--- src/cpm_pkg.sv ---
`default_nettype none
package cpm_pkg;

  // ****************************************
  // Register map
  // ****************************************
  localparam logic [7:0]  PTR_CONFIG      = 8'h00;
  localparam logic [7:0]  PTR_SHUNT       = 8'h01;
  localparam logic [7:0]  PTR_BUS         = 8'h02;
  localparam logic [7:0]  PTR_POWER       = 8'h03;
  localparam logic [7:0]  PTR_CURRENT     = 8'h04;
  localparam logic [7:0]  PTR_CALIBRATION = 8'h05;
  localparam logic [15:0] CONFIG_RESET    = 16'h399F;
  localparam logic [15:0] CAL_RESET       = 16'h0000;
  localparam logic [7:0]  PTR_RESET       = 8'h00;
  localparam int          CONFIG_RST_BIT  = 15;
  localparam int          BUS_LOWEST_POS  = 3;

  // ****************************************
  // Two-wire protocol constants
  // ****************************************
  localparam logic [2:0]  ADDR_PREFIX     = 3'h4;
  localparam logic [4:0]  HS_MASTER_CODE  = 5'h01;
  localparam logic [7:0]  GENERAL_CALL    = 8'h00;
  localparam logic [7:0]  GC_RESET_BYTE   = 8'h06;
  localparam logic [3:0]  BITS_PER_BYTE   = 4'h8;

  // ****************************************
  // Arithmetic and timing
  // ****************************************
  localparam int          CURRENT_DIVISOR = 4096;
  localparam int          POWER_DIVISOR   = 5000;
  localparam int          CLK_FREQ_HZ     = 250_000_000;
  localparam int          TIMEOUT_MS      = 28;
  localparam int          TIMEOUT_CYCLES  = TIMEOUT_MS * (CLK_FREQ_HZ / 1000);
  localparam int          TIMEOUT_WIDTH   = 24;

  // ****************************************
  // Types
  // ****************************************
  typedef struct packed {
    logic        valid;
    logic [15:0] shunt;
    logic [12:0] busCount;
  } cpmMeas_t;

  typedef enum logic [2:0] {
    ST_IDLE, ST_ADDR, ST_ADDR_ACK, ST_RX, ST_RX_ACK, ST_TX, ST_MACK, ST_IGNORE
  } cpmState_t;

endpackage
`default_nettype wire

--- src/cpm_sync.sv ---
`timescale 1ns/1ns
`default_nettype none
module cpm_sync #(
  parameter int WIDTH = 1
) (
  input  wire logic             clk,
  input  wire logic             reset,
  input  wire logic [WIDTH-1:0] asyncIn,
  output logic      [WIDTH-1:0] syncOut
);
  logic [WIDTH-1:0] meta_q;

  // ****************************************
  // Two flops; first stage read only here
  // ****************************************
  always_ff @(posedge clk)
  begin
    if (reset)
    begin
      meta_q  <= '0;
      syncOut <= '0;
    end
    else
    begin
      meta_q  <= asyncIn;
      syncOut <= meta_q;
    end
  end
endmodule
`default_nettype wire

--- src/cpm_power_calc.sv ---
`timescale 1ns/1ns
`default_nettype none
module cpm_power_calc
  import cpm_pkg::*;
(
  input  wire logic        clk,
  input  wire logic        regReset,
  input  wire cpmMeas_t    meas,
  input  wire logic [15:0] calibration,
  output logic      [15:0] currentResult,
  output logic      [15:0] powerResult
);
  logic signed [32:0] curProd;
  logic signed [32:0] curQuot;
  logic        [15:0] curAbs;
  logic        [28:0] powProd;
  logic        [28:0] powQuot;
  logic               stage2_q;
  logic        [12:0] busHold_q;

  // ****************************************
  // Current then power, one stage each
  // ****************************************
  assign curProd = $signed(meas.shunt) * $signed({1'b0, calibration});
  assign curQuot = curProd / $signed(33'(CURRENT_DIVISOR));
  assign curAbs  = currentResult[15] ? 16'(-currentResult) : currentResult;
  assign powProd = 29'(curAbs) * 29'(busHold_q);
  assign powQuot = powProd / 29'(POWER_DIVISOR);

  always_ff @(posedge clk)
  begin
    if (regReset)
    begin
      currentResult <= 16'h0000;
      powerResult   <= 16'h0000;
      stage2_q      <= 1'b0;
      busHold_q     <= 13'h0000;
    end
    else
    begin
      stage2_q <= meas.valid;
      if (meas.valid)
      begin
        busHold_q     <= meas.busCount;
        // Zero calibration yields zero, no stale data kept
        currentResult <= (calibration == CAL_RESET) ? 16'h0000 : curQuot[15:0];
      end
      if (stage2_q)
        powerResult <= (calibration == CAL_RESET) ? 16'h0000 : powQuot[15:0];
    end
  end
endmodule
`default_nettype wire

--- src/cpm_i2c_port.sv ---
// Function
// - Shunt result is signed, one count per 10 uV across the shunt.
// - Bus result stored left aligned, lowest bit at position three, 4 mV steps.
// - Current result equals shunt result times calibration over 4096.
// - Power result equals magnitude of current result times bus count (bus result without its three low bits) over 5000.
// - One power step weighs twenty current steps.
// - Current and power read zero until calibration is nonzero.
// - Defaults give continuous 12-bit conversions, 320 mV shunt, 32 V bus.
// - Address shifted on rising clock, last bit is direction, ack on ninth.
// - Data stable while clock high; changes there are START or STOP.
// - Stalled transaction dropped and bus released after 28 ms.
// - Address is 100, high strap code, low strap code; sixteen addresses.
// - Straps sampled again at every transaction start.
// - Slave only; fast and high speed clock rates supported.
// - Registers move as two bytes, high byte first.
// - Write: first byte loads pointer, next two write register, each acked.
// - Pointer-only write accepted; it just moves the pointer.
// - Read returns pointed register, high byte then low after master ack.
// - Pointer kept across reads until a later write.
// - High speed master code recognised, not acked, enables high speed.
// - STOP ends high speed mode and restores normal filtering.
// - Written value takes effect within 4 us.
// - General call reset equals power-on reset, like the reset bit.
`timescale 1ns/1ns
`default_nettype none
module cpm_i2c_port
  import cpm_pkg::*;
#(
  parameter int TIMEOUT_LIMIT = TIMEOUT_CYCLES
) (
  input  wire logic        clk,
  input  wire logic        reset,
  input  wire logic        sclIn,
  input  wire logic        sdaIn,
  input  wire logic [1:0]  addrStrapLow,
  input  wire logic [1:0]  addrStrapHigh,
  input  wire cpmMeas_t    meas,
  output logic             sdaOut,
  output logic             sdaOe,
  output logic             highSpeedMode,
  output logic      [15:0] configValue
);
  logic [5:0]               syncOut;
  logic [1:0]               strapLowS, strapHighS, byteIdx_q;
  logic [3:0]               bitCnt_q, strapLat_q;
  logic [6:0]               ownAddr;
  logic [7:0]               shift_q, hiByte_q, pointer_q, txByte;
  logic [15:0]              txWord_q, wrData_q, calibration_q, shuntResult_q, busResult_q;
  logic [15:0]              currentResult, powerResult, readWord;
  logic [TIMEOUT_WIDTH-1:0] idleCnt_q;
  cpmState_t                state_q;
  logic                     sclS, sdaS, sclD_q, sdaD_q, sclRise, sclFall, startSeen, stopSeen;
  logic                     rw_q, gcall_q, txLow_q, mackLow_q, ptrLoad_q, regWr_q, gcReset_q;
  logic                     hsSet_q, softRst_q, regReset, timeout;

  // ****************************************
  // Pin synchronisers and bus conditions
  // ****************************************
  cpm_sync #(.WIDTH(6)) u_sync (
    .clk(clk), .reset(reset),
    .asyncIn({addrStrapHigh, addrStrapLow, ~sdaIn, ~sclIn}), .syncOut(syncOut)
  );
  assign {sdaS, sclS}            = ~syncOut[1:0]; // Inverted: cleared stages read idle high
  assign {strapHighS, strapLowS} = syncOut[5:2];

  always_ff @(posedge clk)
  begin
    sclD_q <= sclS | reset;
    sdaD_q <= sdaS | reset;
  end

  assign sclRise   = sclS & ~sclD_q;
  assign sclFall   = ~sclS & sclD_q;
  assign startSeen = sclS & sclD_q & sdaD_q & ~sdaS;
  assign stopSeen  = sclS & sclD_q & ~sdaD_q & sdaS;
  assign ownAddr   = {ADDR_PREFIX, strapLat_q};
  assign txByte    = txLow_q ? txWord_q[7:0] : txWord_q[15:8];

  // ****************************************
  // Stall watchdog
  // ****************************************
  always_ff @(posedge clk)
  begin
    if (reset || state_q == ST_IDLE || sclRise || sclFall)
      idleCnt_q <= '0;
    else if (!timeout)
      idleCnt_q <= idleCnt_q + 1'b1;
  end
  assign timeout = idleCnt_q == TIMEOUT_WIDTH'(TIMEOUT_LIMIT - 1);

  // ****************************************
  // Slave state machine
  // ****************************************
  always_ff @(posedge clk)
  begin
    ptrLoad_q <= 1'b0;
    regWr_q   <= 1'b0;
    gcReset_q <= 1'b0;
    hsSet_q   <= 1'b0;
    sdaOut    <= 1'b0;
    if (reset)
    begin
      state_q    <= ST_IDLE;
      bitCnt_q   <= 4'h0;
      shift_q    <= 8'h00;
      byteIdx_q  <= 2'h0;
      rw_q       <= 1'b0;
      gcall_q    <= 1'b0;
      strapLat_q <= 4'h0;
      hiByte_q   <= 8'h00;
      txWord_q   <= 16'h0000;
      txLow_q    <= 1'b0;
      mackLow_q  <= 1'b0;
      wrData_q   <= 16'h0000;
      sdaOe      <= 1'b0;
    end
    else if (stopSeen || timeout)
    begin
      // Either way the line is let go
      state_q <= ST_IDLE;
      sdaOe   <= 1'b0;
    end
    else if (startSeen)
    begin
      state_q    <= ST_ADDR;
      bitCnt_q   <= 4'h0;
      byteIdx_q  <= 2'h0;
      gcall_q    <= 1'b0;
      sdaOe      <= 1'b0;
      strapLat_q <= {strapHighS, strapLowS};
    end
    else
    begin
      unique case (state_q)
        ST_IDLE, ST_IGNORE: ;
        ST_ADDR:
          if (sclRise)
          begin
            shift_q  <= {shift_q[6:0], sdaS};
            bitCnt_q <= bitCnt_q + 4'h1;
          end
          else if (sclFall && bitCnt_q == BITS_PER_BYTE)
          begin
            bitCnt_q <= 4'h0;
            if (shift_q[7:1] == ownAddr)
            begin
              rw_q    <= shift_q[0];
              sdaOe   <= 1'b1;
              state_q <= ST_ADDR_ACK;
            end
            else if (shift_q == GENERAL_CALL)
            begin
              gcall_q <= 1'b1;
              rw_q    <= 1'b0;
              sdaOe   <= 1'b1;
              state_q <= ST_ADDR_ACK;
            end
            else
            begin
              hsSet_q <= shift_q[7:3] == HS_MASTER_CODE;
              state_q <= ST_IGNORE;
            end
          end
        ST_ADDR_ACK:
          if (sclFall)
          begin
            if (rw_q)
            begin
              txWord_q <= readWord;
              txLow_q  <= 1'b0;
              sdaOe    <= ~readWord[15];
              bitCnt_q <= 4'h1;
              state_q  <= ST_TX;
            end
            else
            begin
              sdaOe   <= 1'b0;
              state_q <= ST_RX;
            end
          end
        ST_RX:
          if (sclRise)
          begin
            shift_q  <= {shift_q[6:0], sdaS};
            bitCnt_q <= bitCnt_q + 4'h1;
          end
          else if (sclFall && bitCnt_q == BITS_PER_BYTE)
          begin
            bitCnt_q <= 4'h0;
            sdaOe    <= 1'b1;
            state_q  <= ST_RX_ACK;
            if (gcall_q)
              gcReset_q <= shift_q == GC_RESET_BYTE;
            else
            begin
              unique case (byteIdx_q)
                2'h0:
                begin
                  ptrLoad_q <= 1'b1;
                  wrData_q  <= {8'h00, shift_q};
                  byteIdx_q <= 2'h1;
                end
                2'h1:
                begin
                  hiByte_q  <= shift_q;
                  byteIdx_q <= 2'h2;
                end
                default:
                begin
                  regWr_q   <= 1'b1;
                  wrData_q  <= {hiByte_q, shift_q};
                  byteIdx_q <= 2'h1;
                end
              endcase
            end
          end
        ST_RX_ACK:
          if (sclFall)
          begin
            sdaOe   <= 1'b0;
            state_q <= ST_RX;
          end
        ST_TX:
          if (sclFall)
          begin
            if (bitCnt_q == BITS_PER_BYTE)
            begin
              sdaOe   <= 1'b0;
              state_q <= ST_MACK;
            end
            else
            begin
              sdaOe    <= ~txByte[3'(4'h7 - bitCnt_q)];
              bitCnt_q <= bitCnt_q + 4'h1;
            end
          end
        ST_MACK:
          if (sclRise)
            mackLow_q <= ~sdaS;
          else if (sclFall)
          begin
            if (mackLow_q)
            begin
              txLow_q  <= ~txLow_q;
              sdaOe    <= txLow_q ? ~txWord_q[15] : ~txWord_q[7];
              bitCnt_q <= 4'h1;
              state_q  <= ST_TX;
            end
            else
              state_q <= ST_IGNORE;
          end
      endcase
    end
  end

  // ****************************************
  // High speed mode flag
  // ****************************************
  always_ff @(posedge clk)
  begin
    if (reset)
      highSpeedMode <= 1'b0;
    else if (hsSet_q)
      highSpeedMode <= 1'b1;
    else if (stopSeen)
      highSpeedMode <= 1'b0;
  end

  // ****************************************
  // Register file
  // ****************************************
  always_ff @(posedge clk)
  begin
    softRst_q <= !reset && (gcReset_q ||
                 (regWr_q && pointer_q == PTR_CONFIG && wrData_q[CONFIG_RST_BIT]));
  end
  assign regReset = reset | softRst_q;

  // Writes land the cycle after the ack starts, far inside the settle time
  always_ff @(posedge clk)
  begin
    if (regReset)
    begin
      pointer_q     <= PTR_RESET;
      configValue   <= CONFIG_RESET;
      calibration_q <= CAL_RESET;
    end
    else
    begin
      if (ptrLoad_q)
        pointer_q <= wrData_q[7:0];
      if (regWr_q && pointer_q == PTR_CONFIG && !wrData_q[CONFIG_RST_BIT])
        configValue <= wrData_q;
      if (regWr_q && pointer_q == PTR_CALIBRATION)
        calibration_q <= wrData_q;
    end
  end

  always_ff @(posedge clk)
  begin
    if (regReset)
    begin
      shuntResult_q <= 16'h0000;
      busResult_q   <= 16'h0000;
    end
    else if (meas.valid)
    begin
      shuntResult_q <= meas.shunt;
      busResult_q   <= {meas.busCount, 3'h0};
    end
  end

  cpm_power_calc u_calc (
    .clk           (clk),
    .regReset      (regReset),
    .meas          (meas),
    .calibration   (calibration_q),
    .currentResult (currentResult),
    .powerResult   (powerResult)
  );

  // Unmapped pointers read as zero
  always_comb
  begin
    unique case (pointer_q)
      PTR_CONFIG:      readWord = configValue;
      PTR_SHUNT:       readWord = shuntResult_q;
      PTR_BUS:         readWord = busResult_q;
      PTR_POWER:       readWord = powerResult;
      PTR_CURRENT:     readWord = currentResult;
      PTR_CALIBRATION: readWord = calibration_q;
      default:         readWord = 16'h0000;
    endcase
  end
endmodule
`default_nettype wire

--- config.mk ---
export PLATFORM = sky130hd
export DESIGN_NAME = cpm_i2c_port
export DESIGN_NICKNAME = d
export VERILOG_FILES = /design/src/cpm_pkg.sv /design/src/cpm_sync.sv /design/src/cpm_power_calc.sv /design/src/cpm_i2c_port.sv
export SDC_FILE = /design/constraint.sdc
export NUM_CORES = 2
export LEC_CHECK = 0
export BUFFER_PORTS_ARGS = -buffer_cell sky130_fd_sc_hd__buf_2
export CORE_ASPECT_RATIO = 1.75
export CORE_MARGIN = 2
export CORE_UTILIZATION = 55
export CTS_CLUSTER_DIAMETER = 40
export DETAILED_ROUTE_END_ITERATION = 8
export GPL_TIMING_DRIVEN = 0
export MAX_ROUTING_LAYER = met4
export PLACE_DENSITY = 0.74
export SYNTH_ARGS = -nofsm -noshare
export SYNTH_HDL_FRONTEND = slang
export SYNTH_SLANG_ARGS = --single-unit
--- constraint.sdc ---
create_clock -name clk -period 19.6 [get_ports clk]
set_input_delay 2.94 -clock clk [delete_from_list [all_inputs] [get_ports clk]]
set_output_delay 2.94 -clock clk [all_outputs]
set_load 0.01 [all_outputs]
==> metrics.md <==
| Metric | Value |
|---|---|
| Post-detailed-route count of antenna-violating nets | 0 |
| Final setup margin | -1.08 ns |
| Hold Buf Count CTS | 0 |
| Worst min path class | register to register |
| Count of routing violations after the opening detailed-route iteration | roughly 2500 |
| Total negative setup slack | -1.97 ns |
| Worst-margin pin slew | 1.25 ns |
| Worst Path Arrival | between 20 and 25 ns |
| Final setup fails | 3 |
| Netlist Area Pre-Place | about 32000 sq um |
| Post-Synthesis Net Count | 4583 |
| Maximum clock skew at final layout | about 0.025 ns |
| Final net count | 4874 |
| Most used flip-flop cell after synthesis | dfxtp_1 |
| Top library cells by usage in the layout, fill and taps aside | 502 x nand2_1, 433 x inv_1, 347 x fa_1, 263 x nor2_1, 229 x and2_1 |
| Final cycle utilization of the critical path | 106% |
| Number of warnings issued by yosys | 0 |
| CTS H-tree depth | 1 |
| Async SR Flop Fraction | 0% |
| Number of sinks handled by clock tree synthesis | 212 |
| Placed inst area | around 33000 sq um |
| Clock buffers created by TritonCTS | 26 |
| Unrepaired setup endpoints after global routing | true |
| Status | finished, violations left |
| Largest net degree at the start of global routing | 15 |
| Failing checks | negative setup slack |
| Starting density of the core | 55.5% |
| DR vias/cell | 6.23 |
| Maximum buffer depth of the clock tree | 3 |
| Core footprint | roughly 58000 sq um |
| Cell at the root of the clock tree | clkbuf_16 |
| Remaining global-route overflow | 0 |
| Slew Limit Fails | 0 |
| Min cycle time layout | 20.68 ns |
| Iteration count of the initial detailed-routing pass | 6 |
| Critical Path Fanout Max | 7 |
| Nature of the critical path endpoint | register |
| HPWL after detailed placement | between 80 and 90 mm |
| Maximum clock frequency | 0.0484 GHz |
| Number of I/O port buffers | 49 |
| Max VDD drop | 0.0658 mV |
| Synth cell types | roughly 130 |
| Area of the multi-input gates | around 28000 sq um |
| DRC Markers | 0 |
| Standard cell with the maximum stage delay on the critical path | or4_4 |
| Share of post-route cells with drive strength above 1 | a little under a fifth |
| Setup slack on the worst flop-to-flop path | -1.08 ns |
| Die Footprint | ~60000 sq um |
| Dpl ws | -4.24 ns |
| Overall via count from detail_route | 31670 |
| Vias in the first global route | 31835 |
| Routability congestion estimate from global placement | 1.04 |
| Most common library cell in the layout ignoring fill and taps | nand2_1 |
| Mean area per synthesized cell | between 8 and 9 sq um |
| Number of enable flip-flop cells after synthesis | 0 |
| Global-route wire length before repair | ~170 mm |
| Die width | approximately 190 microns |
| P per Cell Area | 27.1 nW/um^2 |
| Most Frequent Cell on Critical Path | buf_6 |
| Sequential fraction of the synthesis area | a little over an eighth |
| Summed area of non-filler cells in the final layout | 38700 sq um |
| Total Routing Usage GR | about 36% |
| Clock edge transition at the registers on the reported setup and hold paths | approximately 0.060 ns |
| Largest stage delay, worst path | around 0.56 ns |
| Total of flip-flops plus latches after synthesis | 212 |
| Cell leakage power | around 17 nW |
| Non-filler instance count after layout | 5086 |
| Number of hold-slack violations in the final timing report | 0 |
| Max-capacitance violation count | 0 |
| Worst skew pair latency | about 0.55 ns |
| Signed area change from the synthesized netlist to the final layout | 20.2% |
| Aggregate routed wire length | roughly 110 mm |
| Gate count after technology mapping | about 4000 |
| Number of antenna violations at the first check in global routing | 6 |
| Total placed cells including tap cells | approximately 4800 |
| Critical path type | register to register |
| Top Ports | between 50 and 60 |
| Register area | 4260 sq um |
| Number of placement rows | between 100 and 150 |
| TritonCTS clock tree | built |
| Remaining max-slew budget at the tightest pin | between 10% and 20% |
| Critical path required time | 20.01 ns |
| Die height | approximately 320 microns |
| Fill cell instance count of the final layout | ~4700 |
| Nature of the critical path startpoint | register |
| Post-detailed-route wirelength per cell | 21.4 microns |
-- cells by family after synthesis --
group | Yosys count | synth area share [%]
AO/OA/AOI/OAI | 768 | 17.0
XOR/XNOR | 184 | 5.15
adder cells (fa/ha/maj) | 555 | 29.7
buffers and inverters | 646 | 7.71
flip-flops | 212 | 13.2
multiplexers | 118 | 4.20
other | 1 | 0.0117
AND/OR/NAND/NOR | 1511 | 23.1
-- metrics by stage --
step / power [mW] / hold WS (ns) / util, %
2_1_floorplan: 0.496 / 0.413 / -
3_3_place_gp: 0.530 / 0.415 / 57.6
3_5_place_dp: 0.531 / 0.424 / 57.6
4_1_cts: 1.05 / 0.435 / 64.3
5_1_grt: 1.07 / 0.458 / 66.7
6_report: 1.05 / 0.429 / 66.7
-- cell type report --
class                   count  share of cell area (%)
plain buffers             196                    2.47
flip-flops and latches    212                    11.0
multi-input cells        3138                    71.8
repair buffers            270                    5.39
well taps                 773                    2.50
clock buffers              31                    1.78
diodes                      7                  0.0453
inverters                 442                    4.30
clock inverters            17                   0.660
-- sequential cells by signal (all words and copies together), names as in the netlist, 13 cells and up --
| register | count |
|---|---|
| u_calc.currentResult | 16 |
| shuntResult_q | 16 |
| idleCnt_q | 24 |
| configValue | 16 |
| wrData_q | 16 |
| calibration_q | 16 |
| u_calc.powerResult | 16 |
| txWord_q | 16 |
| u_calc.busHold_q | 13 |
-- worst max-delay path, delay by kind of cell (launching register included) --
family,cells,cell delay [ns]
buffers and inverters,18,2.31
AND/OR/NAND/NOR,19,4.57
AO/OA/AOI/OAI,33,8.14
flip-flops,1,0.37
multiplexers,3,1.11
XOR/XNOR,6,1.22
adder cells (fa/ha/maj),6,2.78
-- power by group --
| group | total (mW) | internal (mW) | switching [mW] |
|---|---|---|---|
| sequential | 0.444 | 0.436 | 0.00823 |
| clock | 0.524 | 0.321 | 0.202 |
| combinational | 0.0811 | 0.0239 | 0.0572 |
-- Yosys cell counts (all sizes together), types with 12 or more instances --
library cell / instances / area, sq um
nand2: 516 / 1940
inv: 441 / 1660
fa: 348 / 6970
nor2: 277 / 1050
and2: 244 / 1530
a21oi: 221 / 1170
dfxtp: 212 / 4240
ha: 202 / 2530
clkbuf: 165 / 619
o21ai: 149 / 768
xnor2: 129 / 1150
nand3: 116 / 581
mux2i: 89 / 891
nor3: 66 / 345
xor2: 55 / 504
nor2b: 47 / 294
nand2b: 43 / 269
and3: 39 / 244
buf: 39 / 204
nor4: 37 / 265
a211oi: 33 / 285
o211ai: 33 / 248
a31oi: 32 / 206
nand4: 31 / 194
a21o: 27 / 210
o21bai: 26 / 195
o31ai: 25 / 267
or3: 23 / 149
or2: 22 / 138
mux2: 18 / 214
or4: 17 / 139
o31a: 16 / 140
a2111oi: 15 / 195
a211o: 15 / 131
o221ai: 15 / 138
a22oi: 14 / 124
a311oi: 14 / 135
o21a: 14 / 106
o22ai: 12 / 81.3
-- routing by layer --
metal	vias up	wire length, microns	global-route usage [%]
met3	688	6150	4.66
met4	0	10800	29.3
met2	1556	56800	65.9
met1	15322	35300	32.9
met5	-	0	-
li1	14104	-	-
-- final timing paths --
check / depth (start not counted) / start / to
max: 85 / u_calc.currentResult[3]$_SDFFE_PP0P_ / u_calc.powerResult[0]$_SDFFE_PP0P_
min: 1 / u_sync.meta_q[5]$_SDFF_PP0_ / u_sync.syncOut[5]$_SDFF_PP0_
max reg2reg: 85 / u_calc.currentResult[3]$_SDFFE_PP0P_ / u_calc.powerResult[0]$_SDFFE_PP0P_
min reg2reg: 1 / u_sync.meta_q[5]$_SDFF_PP0_ / u_sync.syncOut[5]$_SDFF_PP0_
-- repair_timing --
action | 4_1_cts | 5_1_grt
gates resized for setup | 358 | 178
buffers inserted | 147 | 72
setup endpoints to repair | 5 | 4
gates cloned | 1 | 2
endpoints found under the hold margin | 0 | 0
pin swaps | 106 | 105
No activity file was read; power rests on OpenSTA's default activity.
